**src/twm_params.svh**
```systemverilog
`ifndef TWM_PARAMS_SVH
`define TWM_PARAMS_SVH
`define MEM_TARGET_ID 4'ha
`define REG_TARGET_ID 4'hd
`define REG_TOP_ADDR 8'h18
`define MEM_ADDR_BITS_DEFAULT 15
`define BYTE_BITS 8
`endif

```
**src/twm_pkg.sv**
```systemverilog
package twm_pkg;
  typedef enum logic [2:0] {
    ST_IDLE = 3'b000,
    ST_SLAVE = 3'b001,
    ST_ADDR_HI = 3'b010,
    ST_ADDR_LO = 3'b011,
    ST_WDATA = 3'b100,
    ST_RDATA = 3'b101
  } twm_state_t;
endpackage : twm_pkg

```
**src/bus_sync.sv**
```systemverilog
`timescale 1ns/1ns
module bus_sync
(
  input wire logic mclk,
  input wire logic rst,
  input wire logic din,
  output logic dout
);
  logic stage1;
  always_ff @(posedge mclk)
  begin
    if (rst)
    begin
      stage1 <= 1'b1;
      dout <= 1'b1;
    end
    else
    begin
      stage1 <= din;
      dout <= stage1;
    end
  end
endmodule : bus_sync

```
**src/two_wire_mem_companion_slave.sv**
```systemverilog
`timescale 1ns/1ns
`include "twm_params.svh"
// Operation
// - Read: send byte, ack continues, nack ends
// - Write: take byte, then drive ack
// - All bytes shifted most significant first
// - Endless write bursts, pointer wraps to zero
// - Commit after eighth bit; earlier abort keeps
// - Read starts from memory latch next clock
// - Pointer advances each byte; ack continues
// - Read past top wraps to zero
// - Repeated start after address gives random read
// - Register write uses one address byte
// - Register read from register pointer, increments
// - Memory and register pointers independent
// - Memory address width follows array density
// - Answer memory and register target ids
// - Select bits match pins; bit0 read
// - Register address beyond top gets nack
// - Memory address sent high byte first
module two_wire_mem_companion_slave
  import twm_pkg::*;
#(
  parameter int MEM_ADDR_BITS = `MEM_ADDR_BITS_DEFAULT
)
(
  input wire logic mclk,
  input wire logic rst,
  input wire logic scl_in,
  input wire logic sda_in,
  output logic sda_out,
  output logic sda_oe,
  input wire logic [1:0] dev_sel,
  output logic mem_we,
  output logic [MEM_ADDR_BITS-1:0] mem_addr,
  output logic [7:0] mem_wdata,
  input wire logic [7:0] mem_rdata,
  output logic reg_we,
  output logic [4:0] reg_addr,
  output logic [7:0] reg_wdata,
  input wire logic [7:0] reg_rdata
);
  initial
  begin
    if (!(MEM_ADDR_BITS == 15 || MEM_ADDR_BITS == 13 || MEM_ADDR_BITS == 11 ||
          MEM_ADDR_BITS == 9))
      $error("MEM_ADDR_BITS must be 15, 13, 11 or 9");
  end

  // ****************************************
  // Pin synchronisation and bus conditions
  // ****************************************
  logic scl_s;
  logic sda_s;
  logic scl_d;
  logic sda_d;
  bus_sync u_scl (.mclk(mclk), .rst(rst), .din(scl_in), .dout(scl_s));
  bus_sync u_sda (.mclk(mclk), .rst(rst), .din(sda_in), .dout(sda_s));
  logic [1:0] sel_s;
  bus_sync u_sel0 (.mclk(mclk), .rst(rst), .din(dev_sel[0]), .dout(sel_s[0]));
  bus_sync u_sel1 (.mclk(mclk), .rst(rst), .din(dev_sel[1]), .dout(sel_s[1]));

  always_ff @(posedge mclk)
  begin
    if (rst)
    begin
      scl_d <= 1'b1;
      sda_d <= 1'b1;
    end
    else
    begin
      scl_d <= scl_s;
      sda_d <= sda_s;
    end
  end

  logic scl_rise;
  logic scl_fall;
  logic start_cond;
  logic stop_cond;
  assign scl_rise = scl_s & ~scl_d;
  assign scl_fall = ~scl_s & scl_d;
  assign start_cond = scl_s & scl_d & sda_d & ~sda_s;
  assign stop_cond = scl_s & scl_d & ~sda_d & sda_s;

  // ****************************************
  // Byte engine
  // ****************************************
  twm_state_t state;
  logic [3:0] bit_cnt;
  logic [7:0] shreg;
  logic [7:0] txreg;
  logic reg_target;
  logic ack_phase;
  logic ack_wait;
  logic ack_drive;
  logic tx_active;
  logic [MEM_ADDR_BITS-1:0] mem_ptr;
  logic [4:0] reg_ptr;
  logic [7:0] addr_hi;
  logic [7:0] rx_byte;
  logic byte_done;
  logic master_ack;

  // Byte completes on the eighth rising edge; ack slot is the ninth clock
  assign rx_byte = {shreg[6:0], sda_s};
  assign byte_done = scl_rise && !ack_phase && !ack_wait && bit_cnt == 4'h7;
  assign master_ack = ~sda_s;
  assign mem_addr = mem_ptr;
  assign reg_addr = reg_ptr;

  logic addr_match;
  logic id_mem;
  logic id_reg;
  assign id_mem = rx_byte[7:4] == `MEM_TARGET_ID;
  assign id_reg = rx_byte[7:4] == `REG_TARGET_ID;
  assign addr_match = (id_mem | id_reg) && rx_byte[2:1] == sel_s;

  always_ff @(posedge mclk)
  begin
    if (rst)
    begin
      state <= ST_IDLE;
      bit_cnt <= 4'h0;
      shreg <= 8'h00;
      ack_phase <= 1'b0;
      ack_wait <= 1'b0;
      ack_drive <= 1'b0;
      reg_target <= 1'b0;
      addr_hi <= 8'h00;
      mem_we <= 1'b0;
      reg_we <= 1'b0;
      mem_wdata <= 8'h00;
      reg_wdata <= 8'h00;
      mem_ptr <= '0;
      reg_ptr <= 5'h00;
    end
    else
    begin
      mem_we <= 1'b0;
      reg_we <= 1'b0;
      // Start or stop aborts; a partial byte is never committed
      if (start_cond)
      begin
        state <= ST_SLAVE;
        bit_cnt <= 4'h0;
        ack_phase <= 1'b0;
        ack_wait <= 1'b0;
        ack_drive <= 1'b0;
      end
      else if (stop_cond)
      begin
        state <= ST_IDLE;
        ack_phase <= 1'b0;
        ack_wait <= 1'b0;
        ack_drive <= 1'b0;
      end
      else if (state != ST_IDLE)
      begin
        if (scl_rise && !ack_phase)
        begin
          shreg <= rx_byte;
          bit_cnt <= bit_cnt + 4'h1;
        end
        if (byte_done)
        begin
          ack_wait <= 1'b1;
          bit_cnt <= 4'h0;
          unique case (state)
            ST_SLAVE:
            begin
              ack_drive <= addr_match;
              reg_target <= id_reg;
              if (!addr_match)
                state <= ST_IDLE;
              else if (rx_byte[0])
                state <= ST_RDATA;
              else
                state <= id_reg ? ST_ADDR_LO : ST_ADDR_HI;
            end
            ST_ADDR_HI:
            begin
              addr_hi <= rx_byte;
              ack_drive <= 1'b1;
              state <= ST_ADDR_LO;
            end
            ST_ADDR_LO:
            begin
              if (reg_target)
              begin
                // Out-of-range register address refused
                ack_drive <= rx_byte <= `REG_TOP_ADDR;
                if (rx_byte <= `REG_TOP_ADDR)
                  reg_ptr <= rx_byte[4:0];
                state <= (rx_byte <= `REG_TOP_ADDR) ? ST_WDATA : ST_IDLE;
              end
              else
              begin
                ack_drive <= 1'b1;
                mem_ptr <= MEM_ADDR_BITS'({addr_hi, rx_byte});
                state <= ST_WDATA;
              end
            end
            ST_WDATA:
            begin
              ack_drive <= 1'b1;
              if (reg_target)
              begin
                reg_wdata <= rx_byte;
                reg_we <= 1'b1;
              end
              else
              begin
                mem_wdata <= rx_byte;
                mem_we <= 1'b1;
              end
            end
            ST_RDATA:
            begin
              ack_drive <= 1'b0;
              // Pointer advances just before the ack slot
              if (reg_target)
                reg_ptr <= (reg_ptr == `REG_TOP_ADDR) ? 5'h00 : reg_ptr + 5'h01;
              else
                mem_ptr <= mem_ptr + 1'b1;
            end
            default:
              state <= ST_IDLE;
          endcase
        end
        // Ack slot opens at the fall after bit eight, never while SCL is high
        else if (scl_fall && ack_wait)
        begin
          ack_wait <= 1'b0;
          ack_phase <= 1'b1;
        end
        else if (scl_rise && ack_phase && state == ST_RDATA && !master_ack)
          state <= ST_IDLE;
        else if (scl_fall && ack_phase)
        begin
          ack_phase <= 1'b0;
          ack_drive <= 1'b0;
        end
        // Write pointer steps after the commit so the strobe sees the old address
        if (mem_we)
          mem_ptr <= mem_ptr + 1'b1;
        if (reg_we)
          reg_ptr <= (reg_ptr == `REG_TOP_ADDR) ? 5'h00 : reg_ptr + 5'h01;
      end
    end
  end

  // ****************************************
  // Transmit path
  // ****************************************
  // Data loads at the fall ending the ack slot, so read data leads each byte
  always_ff @(posedge mclk)
  begin
    if (rst)
    begin
      txreg <= 8'hff;
      tx_active <= 1'b0;
    end
    else if (start_cond || stop_cond || state != ST_RDATA)
    begin
      tx_active <= 1'b0;
      txreg <= 8'hff;
    end
    else if (scl_fall && ack_phase)
    begin
      txreg <= reg_target ? reg_rdata : mem_rdata;
      tx_active <= 1'b1;
    end
    else if (scl_fall && tx_active && !ack_phase)
      txreg <= {txreg[6:0], 1'b1};
    else if (ack_phase)
      tx_active <= 1'b0;
  end

  always_ff @(posedge mclk)
  begin
    if (rst)
    begin
      sda_out <= 1'b1;
      sda_oe <= 1'b0;
    end
    else
    begin
      sda_out <= 1'b0;
      sda_oe <= (ack_phase && ack_drive) || (tx_active && !ack_phase && !txreg[7]);
    end
  end
endmodule : two_wire_mem_companion_slave

```
**config.mk**
```make
export PLATFORM = sky130hd
export DESIGN_NAME = two_wire_mem_companion_slave
export DESIGN_NICKNAME = d
export VERILOG_FILES = /design/src/twm_pkg.sv /design/src/bus_sync.sv /design/src/two_wire_mem_companion_slave.sv
export VERILOG_INCLUDE_DIRS = /design/src
export SDC_FILE = /design/constraint.sdc
export NUM_CORES = 1
export LEC_CHECK = 0
export BUFFER_PORTS_ARGS = -buffer_cell sky130_fd_sc_hd__buf_2
export CORE_ASPECT_RATIO = 0.8
export CORE_MARGIN = 2
export CORE_UTILIZATION = 45
export DETAILED_ROUTE_END_ITERATION = 12
export GPL_ROUTABILITY_DRIVEN = 0
export PLACE_DENSITY_LB_ADDON = 0.08
export SETUP_SLACK_MARGIN = 0.02
export SYNTH_ARGS = -nofsm -noshare
export SYNTH_HDL_FRONTEND = slang
export SYNTH_SLANG_ARGS = --single-unit
```
**constraint.sdc**
```tcl
create_clock -name mclk -period 2.8 [get_ports mclk]
set_input_delay 0.56 -clock mclk [delete_from_list [all_inputs] [get_ports mclk]]
set_output_delay 0.56 -clock mclk [all_outputs]
set_load 0.05 [all_outputs]
```
[Word-level counts from Yosys, hierarchy flattened]
Index checks and enable logic that the tools add are counted.
Storage, ports and cells
  flip-flop bits (word level): 84
  output and inout bits: 40
  logic and storage cells: 173
Operators by class
  add/sub/neg operators: 3
  magnitude comparators: 1
  equal/unequal tests: 24
  mux-type cells: 44
  bitwise gates (word level): 18
  reductions and logical operators: 54
Operator list (number)
  2-to-1 mux 15 bit: 4
  2-to-1 mux 5 bit: 6
  case mux 15 bit (2 select lines): 1
  2-to-1 mux 8 bit: 3
  2-to-1 mux 3 bit: 7
  2-to-1 mux 1 bit: 18
  inequality test 3 bit (second input constant): 6
  nonzero test 2 bit: 9
  AND reduction 4 bit: 4
  adder 15 x 1 -> 15 bit (second input constant): 1
  AND reduction 5 bit: 3
  logical AND 1 bit: 14
  case mux 3 bit (4 select lines): 1
  AND reduction 6 bit: 2
  nonzero test 3 bit: 4
  inequality test 2 bit (second input constant): 5
  inverter 1 bit: 10
  case mux 5 bit (2 select lines): 1
  == test 4 bit (second input constant): 2
  less-or-equal comparator 8 x 5 -> 1 bit (second input constant): 1
  2-to-1 mux 4 bit: 2
  inequality test 4 bit (second input constant): 2
  AND reduction 8 bit: 1
  OR reduction 2 bit: 4
  20 further kinds: 33

[Logic depth before layout (Yosys ltp)]
  word-level depth: 11
  depth in mapped cells: 8
  gate-level depth less buffers: 7

[Cells and area by module]
Synthesis repeated with hierarchy kept, for this count alone.
Second synthesis, totals
  cells, all modules: 492
  area, all modules: 4003.8 sq um
By module, submodules not included
  two_wire_mem_companion_slave: instances 1, cells each 476, area an instance 3793.6 sq um, seq. area each 1521.5 sq um
  bus_sync: instances 4, cells each 4, area an instance 52.6 sq um, seq. area each 40.0 sq um

[Worst setup path after synthesis]
No wires, ideal clock.
  path type: register to register
  start point: register mem_ptr[0] (netlist: mem_addr[0])
  end point: register mem_ptr[12] (netlist: mem_addr[12])
  arrival time: 2040 ps
  path slack: 668 ps
  stages on the path, launching flop included: 7
  buffers on the path: 0
  period minus slack after synthesis: 2132 ps
  cells stage by stage: dfxtp_1 ha_1 nand4_1 nor3_1 nand4_1 o31a_1 o32ai_1
Between the ends
  cells in the longest elaborated chain, start to end: 5
Ends and longest elaborated chain
  from (decl): line two_wire_mem_companion_slave.sv:98  | logic [MEM_ADDR_BITS-1:0] mem_ptr;
  from (signal assigned): line two_wire_mem_companion_slave.sv:200  | mem_ptr <= MEM_ADDR_BITS'({addr_hi, rx_byte});
  from (signal assigned): line two_wire_mem_companion_slave.sv:225  | mem_ptr <= mem_ptr + 1'b1;
  from (signal assigned): line two_wire_mem_companion_slave.sv:246  | mem_ptr <= mem_ptr + 1'b1;
  adder 15 x 1 -> 15 bit *: line two_wire_mem_companion_slave.sv:225, two_wire_mem_companion_slave.sv:246
  2-to-1 mux 15 bit: line two_wire_mem_companion_slave.sv:222  | if (reg_target)
  case mux 15 bit (2 select lines): line two_wire_mem_companion_slave.sv:169  | unique case (state)
  2-to-1 mux 15 bit: line two_wire_mem_companion_slave.sv:165  | if (byte_done)
  2-to-1 mux 15 bit *: line two_wire_mem_companion_slave.sv:245  | if (mem_we)
Every way passes the cells marked *; elsewhere a longest branch is shown, timed or not. The select of a mux whose other input is x is not followed.
A chain may end at the register's enable or synchronous reset.

[Worst setup path after layout]
  start point: register bit_cnt[0]
  end point: register reg_wdata[6]
Between the ends
  cells in the longest elaborated chain, start to end: 3
Ends and longest elaborated chain
  from (decl): line two_wire_mem_companion_slave.sv:90  | logic [3:0] bit_cnt;
  from (signal assigned): line two_wire_mem_companion_slave.sv:163  | bit_cnt <= bit_cnt + 4'h1;
  == test 4 x 3 -> 1 bit: line two_wire_mem_companion_slave.sv:107  | assign byte_done = scl_rise && !ack_phase && !ack_wait && bit_cnt == 4'h7;
  logical AND 1 bit: line two_wire_mem_companion_slave.sv:107
  AND reduction 6 bit (no line)
  to (signal assigned): line two_wire_mem_companion_slave.sv:209  | reg_wdata <= rx_byte;
  to (decl): line two_wire_mem_companion_slave.sv:40  | output logic [7:0] reg_wdata,
No other way between the ends.

==> flow_metrics.tcl <==
set metrics [dict create \
    ant_nets 0 \
    finalNetCount 548 \
    relSlewSlack 0.300 \
    peakVddDrop_mv 0.361 \
    cts_buffer_depth 2 \
    core_area_mm2 0.00860 \
    fin_crit_ps 2250 \
    hold_buffers 0 \
    synthesis.area_mm2 0.00404 \
    grt_pass1_wl_mm 15.9 \
    drt_iter0_markers 262 \
    clockPowerShare 0.399 \
    grt_max_degree 58 \
    multi_input_area_mm2 0.00217 \
    cp-end-kind "flip-flop" \
    via_per_inst 5.60 \
    drc 0 \
    hp-class "in2reg" \
    finalClockSkew_ps 10.2 \
    status "finished, final reports clean" \
    antennaDiodeCount 0 \
    seq_area_mm2 0.00168 \
    reg2reg_from "bit_cnt[0]" \
    p_switching_uw 475 \
    io-pin-count 62 \
    drive_gt1_frac 0.192 \
    dr_wl_met2_mm 4.09 \
    hold_viol_final 0 \
    period_share 0.805 \
    drv_slew 0 \
    required_ps 3040 \
    maxUsedRoutingLayer "met4" \
    die_area_mm2 0.00976 \
    die_h_um 88.8 \
    via_count 3568 \
    setup_violations 0 \
    track_usage 0.212 \
    power_density_mw_per_mm2 466 \
    internal_power_uw 1660 \
    cts_setup_buffers 0 \
    arrival_ps 2490 \
    synth_top_area_share 0.416 \
    wl_met1_mm 4.92 \
    hold_depth 2 \
    maxCapViolCount 0 \
    power_uw 2130 \
    netlist_top_cells_area "dfxtp_1 (42%), mux2i_1 (8.4%), a21oi_1 (5.7%)" \
    p_seq_frac 0.566 \
    ys_types 61 \
    fillers 805 \
    startpoint_type "flip-flop" \
    rr_worst_depth 6 \
    hold_end "u_sel0.stage1" \
    port_buffers 61 \
    num_rows 30 \
    start_util 0.470 \
    synthCells 479 \
    worst_pin_slew_ps 1040 \
    timing.rr.end "reg_wdata[6]" \
    wire_per_inst_um 15.3 \
    max_freq_mhz 444 \
    overflow 0 \
    synth_seq_cells 84 \
    cts_root_buf "clkbuf_8" \
    grt_pass1_vias 3172 \
    avgSynthCellArea_um2 8.43 \
    htree_levels 3 \
    clkSinkCount 84 \
    async_flop_share 0 \
    cts.repair.resized 0 \
    synth_edf_count 0 \
    cts_tree "built" \
    firstDrtPassIters 5 \
    final_util 0.532 \
    ys.flop_type "dfxtp_1" \
    rsz0062_at_grt "no" \
    clk_latency_ps 360 \
    p_leak_uw 0.00186 \
    die_w_um 110 \
    ys_seq_area_frac 0.416 \
    p_comb_frac 0.034 \
    wl_mm 9.77 \
    power.share.switching 0.223 \
    met3WireLength_um 678 \
    antenna_found_initial 0 \
    min_from "dev_sel[0]" \
    syn-num-nets 505 \
    cts_buffers 9 \
    critPathMaxFanout 9 \
    reg2reg_slack_ps 550 \
    synth_warnings 0 \
    synth_top_cell_by_area "dfxtp_1" \
    crit_type "reg2reg" \
    cts.reportedPaths.clkPinSlew_ps 80 \
    syn_to_final_growth_pct 13.2 \
    totalNegativeSetupSlack_ps 0 \
    hpwl_mm 6.64 \
]
[placed cells by master, fill, tap and decap left out, types with 5 or more instances in the layout]
cell | netlist | routed
mux2i_1 | 34 | 34
nand3_1 | 11 | 11
buf_2 | 10 | 61
o21ai_0 | 9 | 9
nand2_1 | 53 | 53
dfxtp_1 | 84 | 84
and2_1 | 11 | 11
nor3_1 | 5 | 5
nand4_1 | 5 | 5
nor2_1 | 59 | 59
nor2b_1 | 5 | 5
nand2b_1 | 8 | 8
buf_4 | 0 | 5
a211oi_1 | 7 | 7
or2_2 | 11 | 11
o21ai_1 | 12 | 12
xor2_1 | 7 | 7
o211ai_1 | 7 | 7
clkbuf_8 | 0 | 10
inv_1 | 7 | 7
a21oi_1 | 46 | 46
[metrics by stage]
stage               cells  setup WS, ps  hold WS, ps  instance area (µm²)
floorplan             479           668          389                 4040
global placement      623           631          393                 4380
detailed placement    623           589          393                 4380
CTS                   637           545          369                 4570
global route          637           250          358                 4570
finish                637           547          385                 4570
[kinds of logic after synthesis]
family / synth area share
AND/OR/NAND/NOR: 0.255
AO/OA/AOI/OAI: 0.168
flip-flops: 0.416
buffers and inverters: 0.0458
multiplexers: 0.0870
XOR/XNOR: 0.0152
adder cells (fa/ha/maj): 0.0124
[per-layer routing]
metal,global-route usage,vias to the layer above
met3,0.0648,11
li1,-,1776
met1,0.312,1653
met2,0.306,128
met5,0,-
met4,0.0391,0
[cell type report]
| cell class | instances | area share |
|---|---|---|
| multi-input combinational | 353 | 0.475 |
| sequential | 84 | 0.368 |
| timing repair buffer | 67 | 0.0793 |
| tap | 112 | 0.0306 |
| clock buffer | 10 | 0.0301 |
| clock inverter | 4 | 0.0112 |
| inverter | 7 | 0.00575 |
[registers in the layout (all words and copies together) (netlist names), 3 cells and up]
signal     flops
state          3
reg_addr       5
addr_hi        7
mem_wdata      8
reg_wdata      8
mem_addr      15
txreg          8
bit_cnt        4
shreg          7
[Yosys cell counts (2+ instances only)]
master	count
o21ai_0	9
o22ai_1	2
a211oi_1	7
and4_1	2
and2_1	11
nor2_1	59
nor3_1	5
inv_1	7
o32ai_1	4
or3_1	2
a311oi_1	2
a31oi_1	2
a21o_1	3
nor3b_1	3
clkbuf_1	22
o2bb2ai_1	2
xor2_1	7
nand4b_1	2
o21ai_1	12
a21oi_1	46
or4_1	2
nand4bb_1	2
buf_2	10
or2_2	11
ha_1	4
nand2_1	53
dfxtp_1	84
nand2b_1	8
nor2b_1	5
nor4b_1	2
mux2i_1	34
nor4_1	4
buf_6	2
o31a_1	2
nand3_1	11
o211ai_1	7
nand4_1	5
[worst max-delay path, stage by stage (launching register included)]
cell and delay [ps]:
dfxtp_1 380, ha_1 200, and4bb_1 240, and2_1 330, nand4_1 580, mux2i_1 340, nor2_1 60
[power by group through the flow]
stage / registers (µW) / clock network [µW] / logic, µW
floorplan: 1240 / 0 / 44.4
global placement: 1240 / 0 / 73.3
detailed placement: 1240 / 0 / 73.1
CTS: 1210 / 877 / 73.7
global route: 1210 / 929 / 81.1
finish: 1210 / 851 / 73.6
[worst max-delay path by stage]
stage,startpoint,endpoint,slack (ps)
global placement,u_scl.dout,reg_wdata[1],630
global route,state[1],mem_addr[9],250
detailed placement,bit_cnt[0],reg_wdata[3],590
CTS,state[1],mem_addr[2],540
floorplan,mem_addr[0],mem_addr[12],670
finish,bit_cnt[0],reg_wdata[6],550
No activity file was read; power rests on OpenSTA's default activity.
